File: src/inc/ddc_regs.vh
// register offsets, field positions, reset values for the dual converter control
// Summary of operation
// [RULE_01] 12-bit async: output takes new code when low byte written; write high first.
// [RULE_02] Control bit 7: 1 selects 8-bit mode using low byte, 0 selects 12-bit.
// [RULE_03] Control bit 6: converter 1 range, 1 analog supply, 0 reference range.
// [RULE_04] Control bit 5: converter 0 range, 1 analog supply, 0 reference range.
// [RULE_05] Control bit 4: converter 1 normal when 1, output forced to zero when 0.
// [RULE_06] Control bit 3: converter 0 normal when 1, output forced to zero when 0.
// [RULE_07] Control bit 2 set: each output updates when its low byte is written.
// [RULE_08] Bit 2 clear: writes held; both outputs update together when bit set.
// [RULE_09] Control bit 1: 1 powers converter 1 up, 0 powers it down.
// [RULE_10] Control bit 0: 1 powers converter 0 up, 0 powers it down.
// [RULE_11] Control register resets to 04H.
// [RULE_12] All four data byte registers reset to 00H.
// [RULE_13] 12-bit code right-justified: low byte bits 7:0, high nibble bits 11:8.
// [RULE_14] Software keeps the ADC powered whenever a converter uses reference range.
// [RULE_15] Converter outputs share pins with analog inputs 4 and 5.
// [RULE_16] After power-on both converters disabled, outputs high impedance until enabled.
// [RULE_17] Reads return last written value, or the reset value.
`ifndef DDC_REGS_VH
`define DDC_REGS_VH
`define DDC_ADDR_C0_LOW   8'hF9
`define DDC_ADDR_C0_HIGH  8'hFA
`define DDC_ADDR_C1_LOW   8'hFB
`define DDC_ADDR_C1_HIGH  8'hFC
`define DDC_ADDR_CTRL     8'hFD
`define DDC_CTRL_RESET    8'h04
`define DDC_DATA_RESET    8'h00
`define DDC_BIT_MODE      7
`define DDC_BIT_CONV1_RANGE_SELECT      6
`define DDC_BIT_CONV0_RANGE_SELECT      5
`define DDC_BIT_CONV1_CLEAR_N      4
`define DDC_BIT_CONV0_CLEAR_N      3
`define DDC_BIT_ASYNC     2
`define DDC_BIT_PU1       1
`define DDC_BIT_PU0       0
`endif

File: src/ddc_top.v
// dual converter register control: byte registers, update logic, pin sharing
`timescale 1ns/1ps
`include "ddc_regs.vh"
module ddc_top (
	input  wire        mclk,
	input  wire        rst,
	input  wire [7:0]  sfr_addr,
	input  wire [7:0]  sfr_wdata,
	input  wire        sfr_wr,
	input  wire        sfr_rd,
	output wire [7:0]  sfr_rdata,
	output wire        sfr_hit,
	output wire [11:0] conv0_code,
	output wire [11:0] conv1_code,
	output wire        conv0_drive_n,
	output wire        conv1_drive_n,
	output wire        conv0_range_select,
	output wire        conv1_range_select,
	output wire        analog_input_4_avail,
	output wire        analog_input_5_avail
);
	wire [7:0] c0l;
	wire [7:0] c0h;
	wire [7:0] c1l;
	wire [7:0] c1h;
	wire [7:0] ctrl;
	wire       we_c0l  = sfr_wr & (sfr_addr == `DDC_ADDR_C0_LOW);
	wire       we_c0h  = sfr_wr & (sfr_addr == `DDC_ADDR_C0_HIGH);
	wire       we_c1l  = sfr_wr & (sfr_addr == `DDC_ADDR_C1_LOW);
	wire       we_c1h  = sfr_wr & (sfr_addr == `DDC_ADDR_C1_HIGH);
	wire       we_ctrl = sfr_wr & (sfr_addr == `DDC_ADDR_CTRL);

	ddc_byte_reg #(.RESET_VAL(`DDC_DATA_RESET)) u_c0l ( // RULE_12
		.mclk(mclk), .rst(rst), .wr_en(we_c0l), .wr_data(sfr_wdata), .q(c0l));
	ddc_byte_reg #(.RESET_VAL(`DDC_DATA_RESET)) u_c0h ( // RULE_12
		.mclk(mclk), .rst(rst), .wr_en(we_c0h), .wr_data(sfr_wdata), .q(c0h));
	ddc_byte_reg #(.RESET_VAL(`DDC_DATA_RESET)) u_c1l ( // RULE_12
		.mclk(mclk), .rst(rst), .wr_en(we_c1l), .wr_data(sfr_wdata), .q(c1l));
	ddc_byte_reg #(.RESET_VAL(`DDC_DATA_RESET)) u_c1h ( // RULE_12
		.mclk(mclk), .rst(rst), .wr_en(we_c1h), .wr_data(sfr_wdata), .q(c1h));
	ddc_byte_reg #(.RESET_VAL(`DDC_CTRL_RESET)) u_ctrl ( // RULE_11
		.mclk(mclk), .rst(rst), .wr_en(we_ctrl), .wr_data(sfr_wdata), .q(ctrl));

	wire mode8   = ctrl[`DDC_BIT_MODE];  // RULE_02
	wire async_r = ctrl[`DDC_BIT_ASYNC];

	// staged codes follow the stored bytes combinationally, in the same cycle the write lands
	wire [11:0] stage0 = mode8 ? {4'h0, c0l} : {c0h[3:0], c0l}; // RULE_13
	wire [11:0] stage1 = mode8 ? {4'h0, c1l} : {c1h[3:0], c1l}; // RULE_13

	// low byte write takes effect the cycle after it is stored
	reg  lw0_r;
	reg  lw1_r;
	reg  sync_go_r;
	always @(posedge mclk) begin
		if (rst) begin
			lw0_r     <= 1'b0;
			lw1_r     <= 1'b0;
			sync_go_r <= 1'b0;
		end else begin
			lw0_r     <= we_c0l;
			lw1_r     <= we_c1l;
			// rising edge of the update bit releases both staged codes
			sync_go_r <= we_ctrl & sfr_wdata[`DDC_BIT_ASYNC] & ~async_r; // RULE_08
		end
	end
	wire load0 = (async_r & lw0_r) | sync_go_r; // RULE_01 RULE_07 RULE_08
	wire load1 = (async_r & lw1_r) | sync_go_r; // RULE_07 RULE_08

	wire en0;
	wire en1;
	ddc_conv_out u_out0 (
		.mclk(mclk), .rst(rst), .load(load0), .code_in(stage0),
		.clear_n(ctrl[`DDC_BIT_CONV0_CLEAR_N]),     // RULE_06
		.power_up(ctrl[`DDC_BIT_PU0]),     // RULE_10
		.range_sel(ctrl[`DDC_BIT_CONV0_RANGE_SELECT]),   // RULE_04
		.code(conv0_code), .out_en(en0), .range(conv0_range_select));
	ddc_conv_out u_out1 (
		.mclk(mclk), .rst(rst), .load(load1), .code_in(stage1),
		.clear_n(ctrl[`DDC_BIT_CONV1_CLEAR_N]),     // RULE_05
		.power_up(ctrl[`DDC_BIT_PU1]),     // RULE_09
		.range_sel(ctrl[`DDC_BIT_CONV1_RANGE_SELECT]),   // RULE_03
		.code(conv1_code), .out_en(en1), .range(conv1_range_select));

	// powered-down converter leaves its pin undriven
	assign conv0_drive_n        = ~en0;  // RULE_16
	assign conv1_drive_n        = ~en1;  // RULE_16
	assign analog_input_4_avail = ~en0;  // RULE_15
	assign analog_input_5_avail = ~en1;  // RULE_15

	reg [7:0] rd_r;
	reg       hit_c;
	always @* begin
		hit_c = 1'b1;
		case (sfr_addr)
		`DDC_ADDR_C0_LOW:  rd_r = c0l;
		`DDC_ADDR_C0_HIGH: rd_r = c0h;
		`DDC_ADDR_C1_LOW:  rd_r = c1l;
		`DDC_ADDR_C1_HIGH: rd_r = c1h;
		`DDC_ADDR_CTRL:    rd_r = ctrl;
		default: begin
			rd_r  = 8'h00;
			hit_c = 1'b0;
		end
		endcase
	end
	assign sfr_rdata = sfr_rd ? rd_r : 8'h00; // RULE_17
	assign sfr_hit   = hit_c;
endmodule // ddc_top

File: src/ddc_byte_reg.v
// one software byte register with reset value
`timescale 1ns/1ps
module ddc_byte_reg #(
	parameter [7:0] RESET_VAL = 8'h00
) (
	input  wire       mclk,
	input  wire       rst,
	input  wire       wr_en,
	input  wire [7:0] wr_data,
	output wire [7:0] q
);
	reg [7:0] q_r;
	always @(posedge mclk) begin
		if (rst)
			q_r <= RESET_VAL;
		else if (wr_en)
			q_r <= wr_data;
	end
	assign q = q_r;
endmodule // ddc_byte_reg

File: src/ddc_conv_out.v
// per-converter active code latch and analog control outputs
`timescale 1ns/1ps
module ddc_conv_out (
	input  wire        mclk,
	input  wire        rst,
	input  wire        load,
	input  wire [11:0] code_in,
	input  wire        clear_n,
	input  wire        power_up,
	input  wire        range_sel,
	output wire [11:0] code,
	output wire        out_en,
	output wire        range
);
	reg [11:0] act_r;
	reg        en_r;
	reg        clr_r;
	reg        rng_r;
	always @(posedge mclk) begin
		if (rst) begin
			act_r <= 12'h000;
			en_r  <= 1'b0;
			clr_r <= 1'b0;
			rng_r <= 1'b0;
		end else begin
			if (load)
				act_r <= code_in;
			en_r  <= power_up;
			clr_r <= clear_n;
			rng_r <= range_sel;
		end
	end
	// cleared converter drives code zero, i.e. 0 V
	assign code   = clr_r ? act_r : 12'h000;
	assign out_en = en_r;
	assign range  = rng_r;
endmodule // ddc_conv_out

File: config.mk
export PLATFORM = sky130hd
export DESIGN_NAME = ddc_top
export DESIGN_NICKNAME = d
export VERILOG_FILES = /design/src/ddc_top.v /design/src/ddc_byte_reg.v /design/src/ddc_conv_out.v
export VERILOG_INCLUDE_DIRS = /design/src /design/src/inc
export SDC_FILE = /design/constraint.sdc
export NUM_CORES = 1
export LEC_CHECK = 0
export BUFFER_PORTS_ARGS = -buffer_cell sky130_fd_sc_hd__buf_2
export CORE_MARGIN = 4
export CORE_UTILIZATION = 50
export DETAILED_ROUTE_END_ITERATION = 16
export PLACE_DENSITY = 0.78
export SLEW_MARGIN = 40
export SYNTH_ARGS = -nofsm -noshare
export SYNTH_HDL_FRONTEND = slang
export SYNTH_SLANG_ARGS = --single-unit
export TNS_END_PERCENT = 5
File: constraint.sdc
create_clock -name mclk -period 1.5 [get_ports mclk]
set_clock_uncertainty 0.1 [all_clocks]
set_input_delay 0.075 -clock mclk [delete_from_list [all_inputs] [get_ports mclk]]
set_output_delay 0.075 -clock mclk [all_outputs]
set_load 0.01 [all_outputs]
# [Word level (Yosys, flattened, before mapping)]
# Index checks and enable logic that the tools add are counted.
[op_classes] eq_ne=5 mux=7 bitwise=14 reduce_logical=1
[ops] op="$mux 12" n=4
[ops] op="$eq 8x8->1 const B" n=5
[ops] op="$pmux 8 s5" n=1
[ops] op="$and 1x1->1" n=9
[ops] op="$mux 8" n=1
[ops] op="$reduce_or 5->1" n=1
[ops] op="$not 1->1" n=3
[ops] op="$or 1x1->1" n=2
[ops] op="$mux 1" n=1
[totals] regBits=73 in_bits=20 out_inout_bits=39

# [Longest topological paths before layout]
[logic_depth] ltp_word=4 mapped_depth=6 ltp_nobuf=4

# [By module]
# A second synthesis with hierarchy kept.
[hier_totals] cells_unflattened=326 area_unflattened_um2=3213.1
[by_module_without_submodules] mod="ddc_conv_out" instances=2 cells_per_inst=57 area_each_um2=579.3 seq_area_each_um2=300.3
[by_module_without_submodules] mod="ddc_byte_reg (u_c0h ...)" instances=4 cells_per_inst=26 area_each_um2=285.3 seq_area_each_um2=160.2
[by_module_without_submodules] mod="ddc_top" instances=1 cells_per_inst=82 area_each_um2=623.1 seq_area_each_um2=60.1
[by_module_without_submodules] mod="ddc_byte_reg (u_ctrl)" instances=1 cells_per_inst=26 area_each_um2=290.3 seq_area_each_um2=160.2

# [Worst setup path after synthesis]
# Ideal clock, no wire load.
[synth_path] kind="input-to-output" startpoint="input port sfr_addr[6]" endpoint="output port sfr_rdata[0]" arrival_time_ns=1.197 t_required_ns=1.325 slack_ns=0.128 cell_stages=4 path_buffers=0 cell_sequence="nand4_4 a2111oi_2 nand2_1 a21oi_1"
[synth_via] elab_chain_cells=3 elab_cells_between_ends=7
[synth_lines] element="start: declaration" line_no="ddc_top.v:7" rtl="input wire [7:0] sfr_addr,"
[synth_lines] element="$eq 8x8->1" line_no="ddc_top.v:95" rtl="case (sfr_addr)"
[synth_lines] element="$pmux 8 s5 (*)" line_no="ddc_top.v:95"
[synth_lines] element="$mux 8 (*)" line_no="ddc_top.v:107" rtl="assign sfr_rdata = sfr_rd ? rd_r : 8'h00;"
[synth_lines] element="end: declaration" line_no="ddc_top.v:11" rtl="output wire [7:0] sfr_rdata,"
# Mark *: on every way between the ends. The rest lies on a longest branch, timed or not.

# [Worst setup path in the final report]
[layout_path] startpoint="register u_c1l.q_r[7] (netlist: u_c1l.q[7])" endpoint="output port sfr_rdata[7]"
[layout_via] elab_chain_cells=2
[layout_lines] element="start: declaration" line_no="ddc_byte_reg.v:12" rtl="reg [7:0] q_r;"
[layout_lines] element="start signal: assignment" line_no="ddc_byte_reg.v:17" rtl="q_r <= wr_data;"
[layout_lines] element="$pmux 8 s5" line_no="ddc_top.v:95"
[layout_lines] element="$mux 8" line_no="ddc_top.v:107"
# No other way between the ends.

==> flow_summary.toml <==
[critical_path]
path_cells = "mux2_4, a22o_1, a22oi_2, a21oi_2, buf_2"
arrival_ns = 1.53
r2r_setup_slack_ns = 0.22
timing.rr.start = "u_ctrl.q[2]"
cpPeakStageDelay_ns = 0.34
critPathLaunchType = "flip-flop"
ff2ff_path_depth = 3
critPathMaxFanout = 3
end_kind = "output port"
cp_slowest_cell = "dfxtp_2"
timing.rr.end = "u_out0.act_r[5]"
critPathKind = "reg2out"
crit_required_ns = 1.32

[run_status]
outcome = "finished, violations left"
violations = "setup timing"

[floorplan]
rows = 28
dieArea_um2 = 7665
start_util = 0.5251
io_pins = 59
die_w_um = 87.55
dieHeight_um = 87.55
core_um2 = 6026

[synth]
ys_ff_latch = 73
yosysSeqAreaShare = 0.4618
ys_types = 30
synth_area_leaders = "dfxtp_1 46%, mux2i_1 12%, nand2_1 5.9%"
synthMuxAreaShare = 0.1518
synthArstFlopShare = 0
synth_flop_cell = "dfxtp_1"
yosysTopAreaCell = "dfxtp_1"
yosys.area_share.simple = 0.2436
synthesis.nets = 370
synth_edf_count = 0
synthXorXnorAreaFrac = 0
syn_avg_cell_area_um2 = 9.041
synth_area_um2 = 3164
synthAdderAreaFrac = 0
synth_top_family_by_area = "simple AND/OR/NAND/NOR gates"
synth_compound_area_frac = 0.1060
synth_top_area_share = 0.4618
ys.warnings.count = 0
synthCells = 350

[clock_tree]
cts_buffer_depth = 2
root_buffer = "clkbuf_8"
cts_made_buffers = 9
clk_pin_slew_ns = 0.08
cts.sinks = 73
htree_num_levels = 3
cts_setup_buffers = 0
tritoncts = "done"
clock_latency_ns = 0.34

[global_routing]
grt_max_degree = 35
grt_pass1_wl_um = 12250
grt_pass1_vias = 2560
grt-ovfl-total = 0
antenna_found_initial = 0
grt_use_total = 0.2082

[route]
drt-total-wl_um = 7535
final_antenna_net_count = 0
dr.pass1.iters = 4
drtIter0Drc = 182
via_per_inst = 5.404
drc_errors = 0
vias = 2713
wl_per_cell_um = 15.01

[power]
seq_power_share = 0.521
power_switching_uw = 814.4
intPower_uw = 2906
total_leakage_power_uw = 0.001675
ir_worst_vdd_mv = 0.6270
swShare = 0.2189
power_uw = 3720
pwr-share-clk = 0.435
p_comb_frac = 0.044
pwr_density_cell_nw_per_um2 = 943.6

[final_layout]
finalNetCount = 442
final_cells = 502
diodes = 0
drive_above_1_share = 0.2787
synthToLayoutAreaGrowth_pct = 24.59

[sta]
period_share = 1.137
max_slew_margin = 0.6378
worstMarginPinSlew_ns = 0.5433
fin_crit_ns = 1.706
max_freq_mhz = 586.3
hold_viol = 0
rsz0062_at_grt = "yes"
slew_violations = 0
worst_slack_ns = -0.2057
finalSetupViolCount = 8

[worst_hold_path]
hold_path.class = "in2reg"
worstHoldEndpoint = "lw0_r"
hold_start = "sfr_wr"
whs_path_depth = 3

[placement]
numPortBuffers = 58
hpwl_um = 5448
dp_cells = 476
gp_congestion = 0.8622

[flow_run]
cap_violations = 0
==> flip-flops by register name, summed over array words and instances, names as in the netlist <==
signal,flops
u_out0.range,1
u_out0.act_r,12
lw0_r,1
u_out0.clr_r,1
u_c1l.q,8
u_out1.out_en,1
u_out0.out_en,1
u_out1.act_r,12
u_c0h.q,8
u_out1.clr_r,1
sync_go_r,1
u_ctrl.q,8
lw1_r,1
u_c0l.q,8
u_out1.range,1
u_c1h.q,8
==> worst max-delay path, delay by kind of cell (launching register included) <==
kind / cells / cell delay (ns)
buf+inv: 1 / 0.15
compound gates: 3 / 0.45
mux: 1 / 0.25
flops: 1 / 0.34
==> area by class of cell <==
cell class | instances | area, µm²
fill | 514 | 2083
multi-input combinational | 252 | 1607
tap | 75 | 93.84
clock inverter | 4 | 48.80
inverter | 3 | 11.26
sequential | 73 | 1476
timing repair buffer | 83 | 540.5
clock buffer | 12 | 165.2
==> power groups by stage <==
stage	Sequential, µW	Clock (µW)	Combinational [µW]
6_report	1940	1620	164
5_1_grt	1940	1740	178
4_1_cts	1940	1640	162
3_5_place_dp	1980	0	143
3_3_place_gp	1980	0	140
2_1_floorplan	1980	0	70.2
==> timing repair <==
item / 4_1_cts / 5_1_grt
setup endpoints to repair: 17 / 8
hold endpoints to repair: 40 / 0
gates resized for setup: 15 / 1
hold buffers: 10 / 0
pin swaps: 9 / 1
==> metal layers <==
| layer | global-route usage | routed length (µm) | vias up | share of wire |
|---|---|---|---|---|
| met5 | 0 | 0 | - | 0 |
| met3 | 0.04516 | 430 | 9 | 0.057 |
| li1 | - | - | 1335 | - |
| met1 | 0.2583 | 3256 | 1290 | 0.43 |
| met2 | 0.3596 | 3758 | 79 | 0.50 |
| met4 | 0.06695 | 89 | 0 | 0.012 |
==> Yosys cell counts, types with 2 or more instances <==
master     n
nor3_1     3
nor3_4     2
buf_4      3
and3_1     2
nor2_1    43
nor2b_1    8
a21o_1     2
nand3b_1   9
a21oi_1   35
dfxtp_1   73
buf_2      3
and2_1    24
nand2_1   50
inv_1      3
clkbuf_1  15
mux2_2     8
mux2i_1   39
a22oi_1    8
a22o_1     8
and4_1     2
==> layout by cell type, fill, tap and decap left out, types with 2 or more instances in the layout <==
cell type and instances:
dfxtp_1 61, buf_2 58, nand2_1 50, nor2_1 43, mux2i_1 39, a21oi_1 32, and2_1 24, clkbuf_8 12
buf_4 12, dfxtp_2 12, dlygate4sd3_1 10, nand3b_1 9, nor2b_1 8, a22o_1 8, mux2_2 7, a22oi_1 7
inv_1 3, nor3_1 3, a21oi_2 3, buf_12 3, and4_1 2, nor3_4 2, a21o_1 2, and3_1 2
clkinv_2 2
==> how the worst max path moves through the flow <==
stage | from | end | cells after the start
floorplan | sfr_addr[6] | sfr_rdata[0] | 4
global placement | sfr_addr[0] | sfr_rdata[7] | 6
detailed placement | sfr_addr[0] | sfr_rdata[7] | 6
CTS | u_c1l.q[5] | sfr_rdata[5] | 5
global route | u_c1l.q[7] | sfr_rdata[7] | 5
finish | u_c1l.q[7] | sfr_rdata[7] | 5
==> stage by stage <==
| step | hold slack, ns | worst slack (ns) | cell area [µm²] | setup TNS (ns) | util |
|---|---|---|---|---|---|
| final | 0.06269 | -0.2057 | 3943 | -1.456 | 0.6543 |
| after CTS | 0.04590 | -0.2067 | 3935 | -1.535 | 0.6530 |
| after detailed placement | 0.2597 | -0.05876 | 3593 | -0.2321 | 0.5963 |
| after global routing | 0.05877 | -0.2786 | 3943 | -2.014 | 0.6543 |
| after global placement | 0.2645 | -0.01659 | 3593 | -0.02298 | 0.5963 |
| after floorplan | 0.1189 | 0.1275 | 3164 | 0 | - |
==> kinds of logic (layout without fill, tap and decap cells) <==
group	after synthesis	after routing
muxes	47	47
DFF	73	73
AOI/OAI and AO/OA	54	54
and+or+nand+nor	151	151
buffers and inverters	25	102
(Power assumes the default switching activity.)
